--- src/include/iusc_defs.svh ---
// Operation
// - The four registers sit at configuration indexes 4CH, 4DH, 4EH and 4FH, 8-bit access.
// - Routing bit 7 clear enables IDE interrupt 1 routing; set disables it.
// - Level codes map to IRQ3-7, IRQ9-12, IRQ14, IRQ15; other codes are reserved.
// - Arbiter bit 7 clear sends every internal master through the primary pair.
// - Arbiter bit set moves the USB master to the secondary pair only.
// - With the internal arbiter strapped, the arbiter bit has no effect.
// - Flush mode 00 performs the flush handshake over the handshake pin.
// - Flush mode 01 uses the pin handshake and masks IRQ8 internally.
// - Flush mode 10 acknowledges internally and leaves the pin undriven.
// - Flush mode 11 acknowledges internally, masks IRQ8, drives IRQ8 on the pin.
// - Decode bit 4 clear uses low 16 address bits; set uses all 32.
// - ROM bit 3 clear decodes 512KB ROM space; set decodes 1MB.
// - USB interface bit 0 clear disables the interface; set enables it.
// - USB control bits 7:6 select test mode, bit 5 enables it; reset zero.
// - USB control bit 4 enables the IRQ1 keyboard-emulation interrupt.
// - USB control bit 3 enables the IRQ12 interrupt.
// - USB control bit 2 enables the fast address-line-20 gate.
// - USB control bit 1 enables system management interrupt generation.
// - Second USB control bits 5:4 map the USB interrupt to INTA-INTD.
`ifndef IUSC_DEFS_SVH
`define IUSC_DEFS_SVH

`define IUSC_IDX_IDE_IRQ1    8'h4C
`define IUSC_IDX_SA_USB_CTL  8'h4D
`define IUSC_IDX_USB_CTL1    8'h4E
`define IUSC_IDX_USB_CTL2    8'h4F

`define IUSC_RST_IDE_IRQ1    8'h00
`define IUSC_RST_SA_USB_CTL  8'h00
`define IUSC_RST_USB_CTL1    8'h00
`define IUSC_RST_USB_CTL2    8'h00

`define IUSC_MSK_IDE_IRQ1    8'h8F
`define IUSC_MSK_SA_USB_CTL  8'hF9
`define IUSC_MSK_USB_CTL1    8'hFE
`define IUSC_MSK_USB_CTL2    8'hF0

`define IUSC_B_ROUTE_DIS     7
`define IUSC_B_ARB_SEC       7
`define IUSC_B_FLUSH_HI      6
`define IUSC_B_FLUSH_LO      5
`define IUSC_B_IDE_FULL      4
`define IUSC_B_ROM_1MB       3
`define IUSC_B_USB_EN        0
`define IUSC_B_TEST_HI       7
`define IUSC_B_TEST_LO       6
`define IUSC_B_TEST_EN       5
`define IUSC_B_IRQ1_EN       4
`define IUSC_B_IRQ12_EN      3
`define IUSC_B_A20_EN        2
`define IUSC_B_SMI_EN        1
`define IUSC_B_SMIACT_EN     7
`define IUSC_B_PWREN_EN      6
`define IUSC_B_MAP_HI        5
`define IUSC_B_MAP_LO        4

`define IUSC_FLUSH_PIN       2'b00
`define IUSC_FLUSH_PIN_MASK  2'b01
`define IUSC_FLUSH_AUTO      2'b10
`define IUSC_FLUSH_AUTO_IRQ8 2'b11

`define IUSC_ACK_LAT         1

`endif

--- src/include/iusc_pkg.sv ---
package iusc_pkg;

  typedef enum logic [1:0] {
    IUSC_FL_IDLE,
    IUSC_FL_DRIVE,
    IUSC_FL_WAIT,
    IUSC_FL_HOLD
  } iusc_flush_e;

  typedef struct packed {
    iusc_flush_e st;
    logic        ack;
  } iusc_flush_s;

  typedef struct packed {
    logic [7:0] route;
    logic [7:0] ctl;
    logic [7:0] usb1;
    logic [7:0] usb2;
    logic [7:0] rdata;
    logic       ack;
    logic       strap_int;
    logic       strap_seen;
  } iusc_state_s;

endpackage

--- src/hw/iusc_flush.sv ---
`timescale 1ns/10ps
`include "iusc_defs.svh"

module iusc_flush (
  input  wire logic       i_clk,
  input  wire logic       i_nrst,
  input  wire logic [1:0] i_mode,
  input  wire logic       i_flush_req,
  input  wire logic       i_irq8,
  input  wire logic       i_fhs_in,
  output logic            o_fhs_out,
  output logic            o_fhs_oe,
  output logic            o_flush_ack,
  output logic            o_irq8_pic
);

  iusc_pkg::iusc_flush_s s_q;
  iusc_pkg::iusc_flush_s s_d;

  logic auto_ack;
  assign auto_ack = i_mode[1];

  always_comb begin
    s_d     = s_q;
    s_d.ack = 1'b0;
    case (s_q.st)
      iusc_pkg::IUSC_FL_IDLE: begin
        if (i_flush_req) begin
          if (auto_ack) begin
            s_d.st  = iusc_pkg::IUSC_FL_HOLD;
            s_d.ack = 1'b1;
          end else begin
            s_d.st = iusc_pkg::IUSC_FL_DRIVE;
          end
        end
      end
      iusc_pkg::IUSC_FL_DRIVE: begin
        s_d.st = i_flush_req ? iusc_pkg::IUSC_FL_WAIT : iusc_pkg::IUSC_FL_IDLE;
      end
      iusc_pkg::IUSC_FL_WAIT: begin
        // Mode switched to automatic mid handshake: finish it internally
        if (!i_flush_req) begin
          s_d.st = iusc_pkg::IUSC_FL_IDLE;
        end else if (i_fhs_in || auto_ack) begin
          s_d.st  = iusc_pkg::IUSC_FL_HOLD;
          s_d.ack = 1'b1;
        end
      end
      default: begin
        if (!i_flush_req) begin
          s_d.st = iusc_pkg::IUSC_FL_IDLE;
        end
      end
    endcase
  end

  always_ff @(posedge i_clk) begin
    if (!i_nrst) begin
      s_q <= '{st: iusc_pkg::IUSC_FL_IDLE, ack: 1'b0};
    end else begin
      s_q <= s_d;
    end
  end

  // Request phase drives the pin for one cycle, then releases it for the answer
  assign o_fhs_oe    = (i_mode == `IUSC_FLUSH_AUTO_IRQ8) ||
                       (!auto_ack && s_q.st == iusc_pkg::IUSC_FL_DRIVE);
  assign o_fhs_out   = (i_mode == `IUSC_FLUSH_AUTO_IRQ8) ? i_irq8 : 1'b1;
  assign o_flush_ack = s_q.ack;
  assign o_irq8_pic  = i_irq8 && !i_mode[0];
endmodule

--- src/hw/iusc_top.sv ---
`timescale 1ns/10ps
`include "iusc_defs.svh"

module iusc_top #(
  parameter int IDX_W  = 8,
  parameter int DATA_W = 8
) (
  input  wire logic              i_clk,
  input  wire logic              i_nrst,
  input  wire logic [IDX_W-1:0]  i_cfg_idx,
  input  wire logic              i_cfg_wr,
  input  wire logic              i_cfg_rd,
  input  wire logic [DATA_W-1:0] i_cfg_wdata,
  output logic [DATA_W-1:0]      o_cfg_rdata,
  output logic                   o_cfg_ack,
  output logic                   o_cfg_hit,
  input  wire logic              i_ide_irq1,
  output logic [15:0]            o_ide_irq1_route,
  output logic                   o_route_valid,
  input  wire logic              i_int_arb_strap,
  input  wire logic              i_usb_req,
  input  wire logic              i_oth_req,
  input  wire logic              i_pgnt,
  input  wire logic              i_sgnt,
  output logic                   o_primary_bus_request,
  output logic                   o_secondary_bus_request,
  output logic                   o_usb_gnt,
  output logic                   o_oth_gnt,
  input  wire logic              i_flush_req,
  input  wire logic              i_irq8,
  input  wire logic              i_flush_handshake_signal_in,
  output logic                   o_flush_handshake_signal_out,
  output logic                   o_flush_handshake_signal_oe,
  output logic                   o_flush_ack,
  output logic                   o_irq8_pic,
  input  wire logic [31:0]       i_io_addr,
  output logic                   o_ide_addr_ok,
  output logic                   o_ide_full_decode,
  input  wire logic [31:0]       i_mem_addr,
  output logic                   o_rom_hit,
  output logic                   o_rom_1mb,
  output logic                   o_usb_enable,
  output logic [1:0]             o_usb_test_sel,
  output logic                   o_usb_test_en,
  input  wire logic              i_usb_irq1,
  input  wire logic              i_usb_irq12,
  input  wire logic              i_usb_smi,
  input  wire logic              i_usb_a20,
  input  wire logic              i_usb_int,
  output logic                   o_usb_irq1,
  output logic                   o_usb_irq12,
  output logic                   o_fast_addr20_gate,
  output logic                   o_system_mgmt_interrupt,
  output logic                   o_usb_smiact_en,
  output logic                   o_usb_pwren_en,
  output logic [3:0]             o_usb_pci_int
);

  generate
    if (IDX_W != 8 || DATA_W != 8) begin : g_bad_width
      $error("iusc_top serves 8-bit indexes and 8-bit data only");
    end
  endgenerate

  // Shared by the router and the o_route_valid flag
  function automatic logic [15:0] route_decode(input logic [3:0] code);
    logic [15:0] hot;
    hot = 16'h0000;
    case (code)
      4'h3, 4'h4, 4'h5, 4'h6, 4'h7,
      4'h9, 4'hA, 4'hB, 4'hC,
      4'hE, 4'hF: hot[code] = 1'b1;
      default:    hot = 16'h0000;
    endcase
    return hot;
  endfunction

  iusc_pkg::iusc_state_s s_q;
  iusc_pkg::iusc_state_s s_d;

  logic       acc;
  logic [7:0] wdata;
  logic       use_sec;
  logic [1:0] flush_mode;

  assign acc   = i_cfg_wr || i_cfg_rd;
  assign wdata = i_cfg_wdata;

  always_comb begin
    s_d       = s_q;
    s_d.ack   = acc;
    s_d.rdata = 8'h00;
    if (!s_q.strap_seen) begin
      // Strap is caught on the first edge after reset is released
      s_d.strap_int  = i_int_arb_strap;
      s_d.strap_seen = 1'b1;
    end
    if (i_cfg_wr) begin
      if (i_cfg_idx == `IUSC_IDX_IDE_IRQ1) begin
        s_d.route = wdata & `IUSC_MSK_IDE_IRQ1;
      end else if (i_cfg_idx == `IUSC_IDX_SA_USB_CTL) begin
        s_d.ctl = wdata & `IUSC_MSK_SA_USB_CTL;
      end else if (i_cfg_idx == `IUSC_IDX_USB_CTL1) begin
        s_d.usb1 = wdata & `IUSC_MSK_USB_CTL1;
      end else if (i_cfg_idx == `IUSC_IDX_USB_CTL2) begin
        s_d.usb2 = wdata & `IUSC_MSK_USB_CTL2;
      end
    end else if (i_cfg_rd) begin
      if (i_cfg_idx == `IUSC_IDX_IDE_IRQ1) begin
        s_d.rdata = s_q.route;
      end else if (i_cfg_idx == `IUSC_IDX_SA_USB_CTL) begin
        s_d.rdata = s_q.ctl;
      end else if (i_cfg_idx == `IUSC_IDX_USB_CTL1) begin
        s_d.rdata = s_q.usb1;
      end else if (i_cfg_idx == `IUSC_IDX_USB_CTL2) begin
        s_d.rdata = s_q.usb2;
      end
    end
  end

  always_ff @(posedge i_clk) begin
    if (!i_nrst) begin
      s_q <= '{route:      `IUSC_RST_IDE_IRQ1,
               ctl:        `IUSC_RST_SA_USB_CTL,
               usb1:       `IUSC_RST_USB_CTL1,
               usb2:       `IUSC_RST_USB_CTL2,
               rdata:      8'h00,
               ack:        1'b0,
               strap_int:  1'b0,
               strap_seen: 1'b0};
    end else begin
      s_q <= s_d;
    end
  end

  // Indexes outside the bank are left for the neighbouring registers to claim
  assign o_cfg_hit   = (i_cfg_idx == `IUSC_IDX_IDE_IRQ1)   ||
                       (i_cfg_idx == `IUSC_IDX_SA_USB_CTL) ||
                       (i_cfg_idx == `IUSC_IDX_USB_CTL1)   ||
                       (i_cfg_idx == `IUSC_IDX_USB_CTL2);
  assign o_cfg_rdata = s_q.rdata;
  assign o_cfg_ack   = s_q.ack;

  // IDE interrupt 1 router; reserved codes route nowhere
  logic [15:0] route_hot;
  assign route_hot     = route_decode(s_q.route[3:0]);
  assign o_route_valid = !s_q.route[`IUSC_B_ROUTE_DIS] && (route_hot != 16'h0000);

  genvar gi;
  generate
    for (gi = 0; gi < 16; gi++) begin : g_route
      assign o_ide_irq1_route[gi] = route_hot[gi] && i_ide_irq1 &&
                                    !s_q.route[`IUSC_B_ROUTE_DIS];
    end
  endgenerate

  // External arbitration pairs; the strap overrides the protocol bit
  assign use_sec = s_q.ctl[`IUSC_B_ARB_SEC] && !s_q.strap_int;
  assign o_primary_bus_request   = i_oth_req || (i_usb_req && !use_sec);
  assign o_secondary_bus_request = i_usb_req && use_sec;
  assign o_oth_gnt = i_pgnt && i_oth_req;
  // Sharing the primary pair, other masters win; USB waits for the next grant
  assign o_usb_gnt = use_sec ? (i_sgnt && i_usb_req)
                             : (i_pgnt && i_usb_req && !i_oth_req);

  assign flush_mode = s_q.ctl[`IUSC_B_FLUSH_HI:`IUSC_B_FLUSH_LO];

  iusc_flush u_flush (
    .i_clk       (i_clk),
    .i_nrst      (i_nrst),
    .i_mode      (flush_mode),
    .i_flush_req (i_flush_req),
    .i_irq8      (i_irq8),
    .i_fhs_in    (i_flush_handshake_signal_in),
    .o_fhs_out   (o_flush_handshake_signal_out),
    .o_fhs_oe    (o_flush_handshake_signal_oe),
    .o_flush_ack (o_flush_ack),
    .o_irq8_pic  (o_irq8_pic)
  );

  // Address qualifiers for the IDE and ROM decoders
  assign o_ide_full_decode = s_q.ctl[`IUSC_B_IDE_FULL];
  assign o_ide_addr_ok     = !s_q.ctl[`IUSC_B_IDE_FULL] ||
                             (i_io_addr[31:16] == 16'h0000);
  assign o_rom_1mb         = s_q.ctl[`IUSC_B_ROM_1MB];
  assign o_rom_hit         = s_q.ctl[`IUSC_B_ROM_1MB] ? (i_mem_addr[31:20] == 12'hFFF)
                                                      : (i_mem_addr[31:19] == 13'h1FFF);
  assign o_usb_enable      = s_q.ctl[`IUSC_B_USB_EN];

  // USB host controller enables
  assign o_usb_test_sel          = s_q.usb1[`IUSC_B_TEST_HI:`IUSC_B_TEST_LO];
  assign o_usb_test_en           = s_q.usb1[`IUSC_B_TEST_EN];
  assign o_usb_irq1              = i_usb_irq1 && s_q.usb1[`IUSC_B_IRQ1_EN];
  assign o_usb_irq12             = i_usb_irq12 && s_q.usb1[`IUSC_B_IRQ12_EN];
  assign o_fast_addr20_gate      = i_usb_a20 && s_q.usb1[`IUSC_B_A20_EN];
  assign o_system_mgmt_interrupt = i_usb_smi && s_q.usb1[`IUSC_B_SMI_EN];
  assign o_usb_smiact_en         = s_q.usb2[`IUSC_B_SMIACT_EN];
  assign o_usb_pwren_en          = s_q.usb2[`IUSC_B_PWREN_EN];

  generate
    for (gi = 0; gi < 4; gi++) begin : g_pci_int
      assign o_usb_pci_int[gi] = i_usb_int &&
        (s_q.usb2[`IUSC_B_MAP_HI:`IUSC_B_MAP_LO] == 2'(gi));
    end
  endgenerate
endmodule

--- config.mk ---
export PLATFORM = sky130hd
export DESIGN_NAME = iusc_top
export DESIGN_NICKNAME = d
export VERILOG_FILES = /design/src/include/iusc_pkg.sv /design/src/hw/iusc_flush.sv /design/src/hw/iusc_top.sv
export VERILOG_INCLUDE_DIRS = /design/src /design/src/include
export SDC_FILE = /design/constraint.sdc
export NUM_CORES = 1
export LEC_CHECK = 0
export BUFFER_PORTS_ARGS = -buffer_cell sky130_fd_sc_hd__buf_2
export CAP_MARGIN = 15
export CORE_MARGIN = 2
export CORE_UTILIZATION = 41
export CTS_BUF_LIST = sky130_fd_sc_hd__clkbuf_2 sky130_fd_sc_hd__clkbuf_4 sky130_fd_sc_hd__clkbuf_8
export DETAILED_ROUTE_END_ITERATION = 16
export PLACE_DENSITY_LB_ADDON = 0.05
export SLEW_MARGIN = 10
export SYNTH_ARGS = -nofsm -noshare
export SYNTH_HDL_FRONTEND = slang
export SYNTH_SLANG_ARGS = --single-unit
--- constraint.sdc ---
create_clock -name i_clk -period 1.6 [get_ports i_clk]
set_input_delay 0 -clock i_clk [delete_from_list [all_inputs] [get_ports i_clk]]
set_output_delay 0 -clock i_clk [all_outputs]
set_load 0.03 [all_outputs]
==> impl_metrics.csv, run 1 <==
group,metric,value,unit
run_status,status,"complete, no violations",
grt,grt_pass1_wl,7.389,mm
die,num_rows,25,
pwr,leakagePower,1.295,nW
setup_path,worstSetupPathType,"reg2out",
timing,rsz0062_at_grt,"no",
clock_tree,cts_buffers,5,
cells_and_area,n_antenna_cell,0,
drt,viasPerCell,4.920,
synth,synth.area.top_cells,"dfxtp_1 (37%), mux2i_1 (9.7%), nand2_1 (6.3%)",
pwr,p_per_area,750.6,nW/um2
clock_tree,cts_tree,"built",
drt,drt_drc_violations_left,0,
clock_tree,cts_max_level,2,
drt,ant_nets,0,
synth,ys_types,44,
placed_design,port-buffer-count,110,
min_path,hp-class,"in2reg",
pwr,ir_worst_vdd,439.2,uV
synth,synth_seq_cells,36,
setup_path,critPathCaptureType,"output port",
cells_and_area,drive_above_1_share,41.45,%
die,num_io_pins,151,
grt,grt-ovfl-total,0,
clock_tree,root_buffer,"clkbuf_8",
grt,grt_max_degree,38,
placed_design,pre_cts_ws,36.65,ps
timing,fmax,666.0,MHz
cells_and_area,area_growth_syn_to_layout,39.72,%
timing,timing.final.ws_setup,98.39,ps
drt,vias,1963,
drt,drt-total-wl,4.887,mm
die,die_y,73.02,um
die,placeableCoreArea,4661,um2
timing,setup_viol,0,
timing,hold_viol_final,0,
timing,clock_skew,2.258,ps
timing,period_needed,1502,ps
cells_and_area,nNetsFinal,446,
setup_path,crit_path_max_fanout,4,
die,initial_utilization,41.91,%
die,die_w,73.02,um
timing,min_period_over_period,93.85,%
timing,tns,0,ps
synth,yosysTopAreaCell,"dfxtp_1",
clock_tree,clock-sinks,36,
placed_design,gp_congestion,0.7760,
synth,ys_warn_count,0,
synth,synth_top_area_share,36.90,%
clock_tree,clock_tree.buffer_depth,2,
setup_path,critPathRequiredTime,1600,ps
clock_tree,clk_latency,290,ps
grt,antenna_found_initial,0,
run,maxCapViolCount,0,
drt,wl_per_cell,12.25,um
timing,maxSlewViolCount,0,
grt,grt_pass1_vias,1723,
placed_design,dp_hpwl,3.818,mm
grt,grt_usage,17.99,%
setup_path,crit_path_start_kind,"flip-flop",
synth,syn_area,1953,um2
cells_and_area,final_common_cell,"buf_2",
synth,syn_inst,229,
cells_and_area,final_cell_mix,"buf_2 (106), dfxtp_1 (36), nand2_1 (33)",
drt,drt_iter0_drc,111,
setup_path,arrival,1500,ps
synth,syn_area_per_cell,8.529,um2
timing,hold-worst-slack,7.046,ps
drt,firstDrtPassIters,4,
clock_tree,path_clk_slew,70,ps
die,die-area,5332,um2
synth,ys_seq_area_share,36.90,%
## state kept, by name, summed over array words and instances (netlist names)
signal	cells
s_q	14
o_cfg_rdata	8
flush_mode	2
o_usb_test_sel	2
u_flush.s_q	2
o_cfg_ack	1
o_ide_full_decode	1
o_rom_1mb	1
o_usb_enable	1
o_usb_pwren_en	1
o_usb_smiact_en	1
o_usb_test_en	1
u_flush.o_flush_ack	1
## cell usage after synthesis (all sizes together)
master and number:
conb 1, o32ai 1, a22oi 3, nor4 6, clkbuf 4, nand2 33
nor3b 1, a31o 1, o21ai 11, o21a 1, a21oi 1, nand3 11
maj3 1, buf 19, or4b 1, nand2b 4, o21bai 1, or3b 2
a2111oi 1, mux2 5, nor3 5, or2 1, and2 5, nor4bb 1
a22o 1, nor4b 1, nor2 20, or3 1, and4 1, and3 3
inv 4, nand3b 3, nor2b 7, nand4 5, mux2i 19, dfxtp 36
and3b 1, ha 4, a21o 2, o221a 1
## power by group
part	internal (mW)	leakage, nW	total [mW]	switching (mW)
registers	0.904	0.291	0.910	0.00579
logic	0.118	0.940	0.253	0.135
clock network	0.550	0.0645	0.885	0.336
## logic make-up (layout without fill, tap and decap cells)
group | after synthesis | in the layout | share of synthesized area [%]
muxes | 24 | 24 | 12.62
adders and majority gates | 5 | 5 | 3.075
DFF | 36 | 36 | 36.90
other | 1 | 5 | 0.1920
buffers and inverters | 27 | 139 | 8.904
and+or+nand+nor | 112 | 112 | 29.85
AOI/OAI and AO/OA | 24 | 24 | 8.456
## per-layer routing
metal	share of wire, %	routed length [um]	GRT usage [%]	vias up
li1	-	-	-	1010
met1	43	2123	20.39	867
met2	48	2330	31.63	79
met3	7.5	366	5.249	7
met4	1.3	65	6.790	0
met5	0	0	0	-
## worst paths after layout
path	slack, ps	cells after the start	from	end
worst max-delay path	100	5	s_q[42]	o_ide_irq1_route[4]
worst min-delay path	7	3	i_cfg_wdata[6]	o_usb_test_sel[0]
worst max register to register	190	6	u_flush.s_q[1]	u_flush.s_q[1]
worst min register to register	480	2	s_q[23]	s_q[23]
## metrics by stage
stage | std cells | power, mW | utilization, % | instance area [um2]
CTS | 399 | 2.060 | 58.34 | 2719
floorplan | 233 | 1.066 | - | 1971
global placement | 384 | 1.167 | 54.01 | 2517
finish | 399 | 2.048 | 58.55 | 2729
detailed placement | 384 | 1.171 | 54.01 | 2517
global route | 399 | 2.116 | 58.55 | 2729
## timing repair
action                                  4_1_cts  5_1_grt
gates resized for setup                       2        8
hold buffers                                  7        0
hold endpoints to repair                      9        0
setup buffers                                 0        0
endpoints found under the setup margin        1        6
## layout make-up
class | instances | area, um2
Timing Repair Buffer | 127 | 718.2
Clock buffer | 7 | 96.34
Clock inverter | 1 | 30.03
Multi-Input combinational cell | 170 | 1081
Fill cell | 445 | 1932
Sequential cell | 36 | 720.7
Tap cell | 54 | 67.56
Inverter | 4 | 15.01
## worst max-delay path, cell delays in order (launching register included)
cell	delay (ps)
dfxtp_1	340
inv_2	70
nand2_1	70
or3b_4	390
nor3_1	140
buf_4	190
(Power assumes the default switching activity.)
==> inputs of run 2 (changes only) <==
clock period = 1.5 ns   (was 1.6 ns; I/O delays follow)
==> impl_metrics.csv, run 2 (same netlist as run 1, synthesis figures left out) <==
group,metric,value,unit
run_status,status,"complete, no violations",
clock_tree,cts_tree,"built",
grt,grt_pass1_vias,1677,
cells_and_area,fill_cells,413,
clock_tree,cts_buffers,5,
cells_and_area,regArea,725.7,um2
die,die_w,73.02,um
cells_and_area,multiInputGateArea,1125,um2
pwr,leakagePower,1.309,nW
drt,drt_iter0_drc,59,
die,die-area,5332,um2
cells_and_area,final_util,60.00,%
setup_path,arrival,1490,ps
placed_design,dp_hpwl,3.789,mm
placed_design,pre_cts_ws,-37.51,ps
grt,grt_max_degree,23,
clock_tree,clock_tree.buffer_depth,2,
drt,firstDrtPassIters,4,
die,die_y,73.02,um
pwr,p_per_area,711.1,nW/um2
die,placeableCoreArea,4661,um2
timing,hold_viol_final,0,
drt,wl_per_cell,12.34,um
cells_and_area,drive_above_1_share,45.43,%
cells_and_area,finalNonFillerCells,404,
timing,timing.final.ws_setup,5.206,ps
cells_and_area,final_cell_mix,"buf_2 (103), nand2_1 (32), dfxtp_1 (32)",
setup_path,critPathRequiredTime,1500,ps
die,num_io_pins,151,
cells_and_area,n_antenna_cell,0,
timing,period_needed,1495,ps
timing,rsz0062_at_grt,"yes",
cells_and_area,largest_register_ffs,14,
cells_and_area,final_common_cell,"buf_2",
setup_path,worst_path_max_delay_cell,"or3b_4",
clock_tree,clk_latency,280,ps
clock_tree,clock-sinks,36,
timing,setup_viol,0,
placed_design,gp_congestion,0.7905,
setup_path,crit_family,"simple AND/OR/NAND/NOR gates",
grt,grt_usage,17.80,%
clock_tree,cts_max_level,2,
clock_tree,root_buffer,"clkbuf_8",
die,initial_utilization,41.91,%
timing,fmax,669.0,MHz
timing,clock_skew,5.133,ps
min_path,hp-class,"in2reg",
drt,viasPerCell,4.871,
drt,drt-total-wl,4.986,mm
pwr,ir_worst_vdd,743.6,uV
cells_and_area,area_growth_syn_to_layout,43.18,%
die,num_rows,25,
cells_and_area,top_register,"s_q",
setup_path,slowest_delay,450,ps
setup_path,crit_path_start_kind,"flip-flop",
setup_path,worstSetupPathType,"reg2out",
cells_and_area,nNetsFinal,451,
placed_design,port-buffer-count,110,
run,maxCapViolCount,0,
drt,ant_nets,0,
grt,grt-ovfl-total,0,
setup_path,crit_path_max_fanout,4,
timing,tns,0,ps
setup_path,path_buf_inv,2,
grt,antenna_found_initial,0,
setup_path,critPathCaptureType,"output port",
timing,maxSlewViolCount,0,
placed_design,dp_cells,387,
timing,min_period_over_period,99.65,%
drt,drt_drc_violations_left,0,
drt,vias,1968,
setup_path,crit_path_cell_trace,"inv_2, nand2_2, or3b_4, nor2_1, buf_4",
grt,grt_pass1_wl,7.389,mm
clock_tree,path_clk_slew,70,ps
## run 2: routing by layer
layer | track usage, % | share of wire [%] | up-vias
met5 | 0 | 0 | -
met4 | 5.967 | 1.0 | 0
met3 | 5.249 | 7.1 | 6
met2 | 28.43 | 45 | 70
met1 | 22.89 | 47 | 872
li1 | - | - | 1020
## run 2: final timing paths
kind                          start                   to  depth (start not counted)  slack, ps
setup reg to reg     u_flush.s_q[1]       u_flush.s_q[1]                          6        160
setup / recovery            s_q[42]  o_ide_irq1_route[7]                          5          5
hold reg to reg   o_usb_test_sel[1]    o_usb_test_sel[1]                          2        480
hold / removal       i_cfg_wdata[5]        flush_mode[0]                          3         10
## run 2: timing repair
item                       CTS  global route
setup buffers                0             2
setup endpoints to repair    7            11
pin swaps                    0             2
hold buffers                 7             0
hold endpoints to repair     9             0
resized for setup            9            19
## run 2: power breakdown
group          internal, mW  leakage (nW)  switching [mW]  total [mW]
Combinational         0.127         0.964           0.147       0.274
Sequential            0.965         0.293         0.00552       0.970
Clock                 0.411        0.0523           0.333       0.744
Total                  1.50          1.31           0.486        1.99
## run 2: final cells by class
cell class	instances	share of cell area [%]
multi-input cells	170	40.22
repair buffers	132	27.38
flip-flops and latches	36	25.95
clock buffers	8	3.490
well taps	54	2.416
inverters	4	0.5369
## run 2: tightest hold or removal path: stages
cell     delay, ps
buf_2          100
nand2_1         80
mux2i_1         70
## run 2: per-stage QoR
step / hold slack (ps) / total power, mW / area, um2
finish: 12.53 / 1.989 / 2796
global route: 29.48 / 2.071 / 2796
CTS: 7.845 / 2.007 / 2736
detailed placement: 224.4 / 1.249 / 2550
global placement: 223.7 / 1.249 / 2550
floorplan: 27.72 / 1.139 / 1993
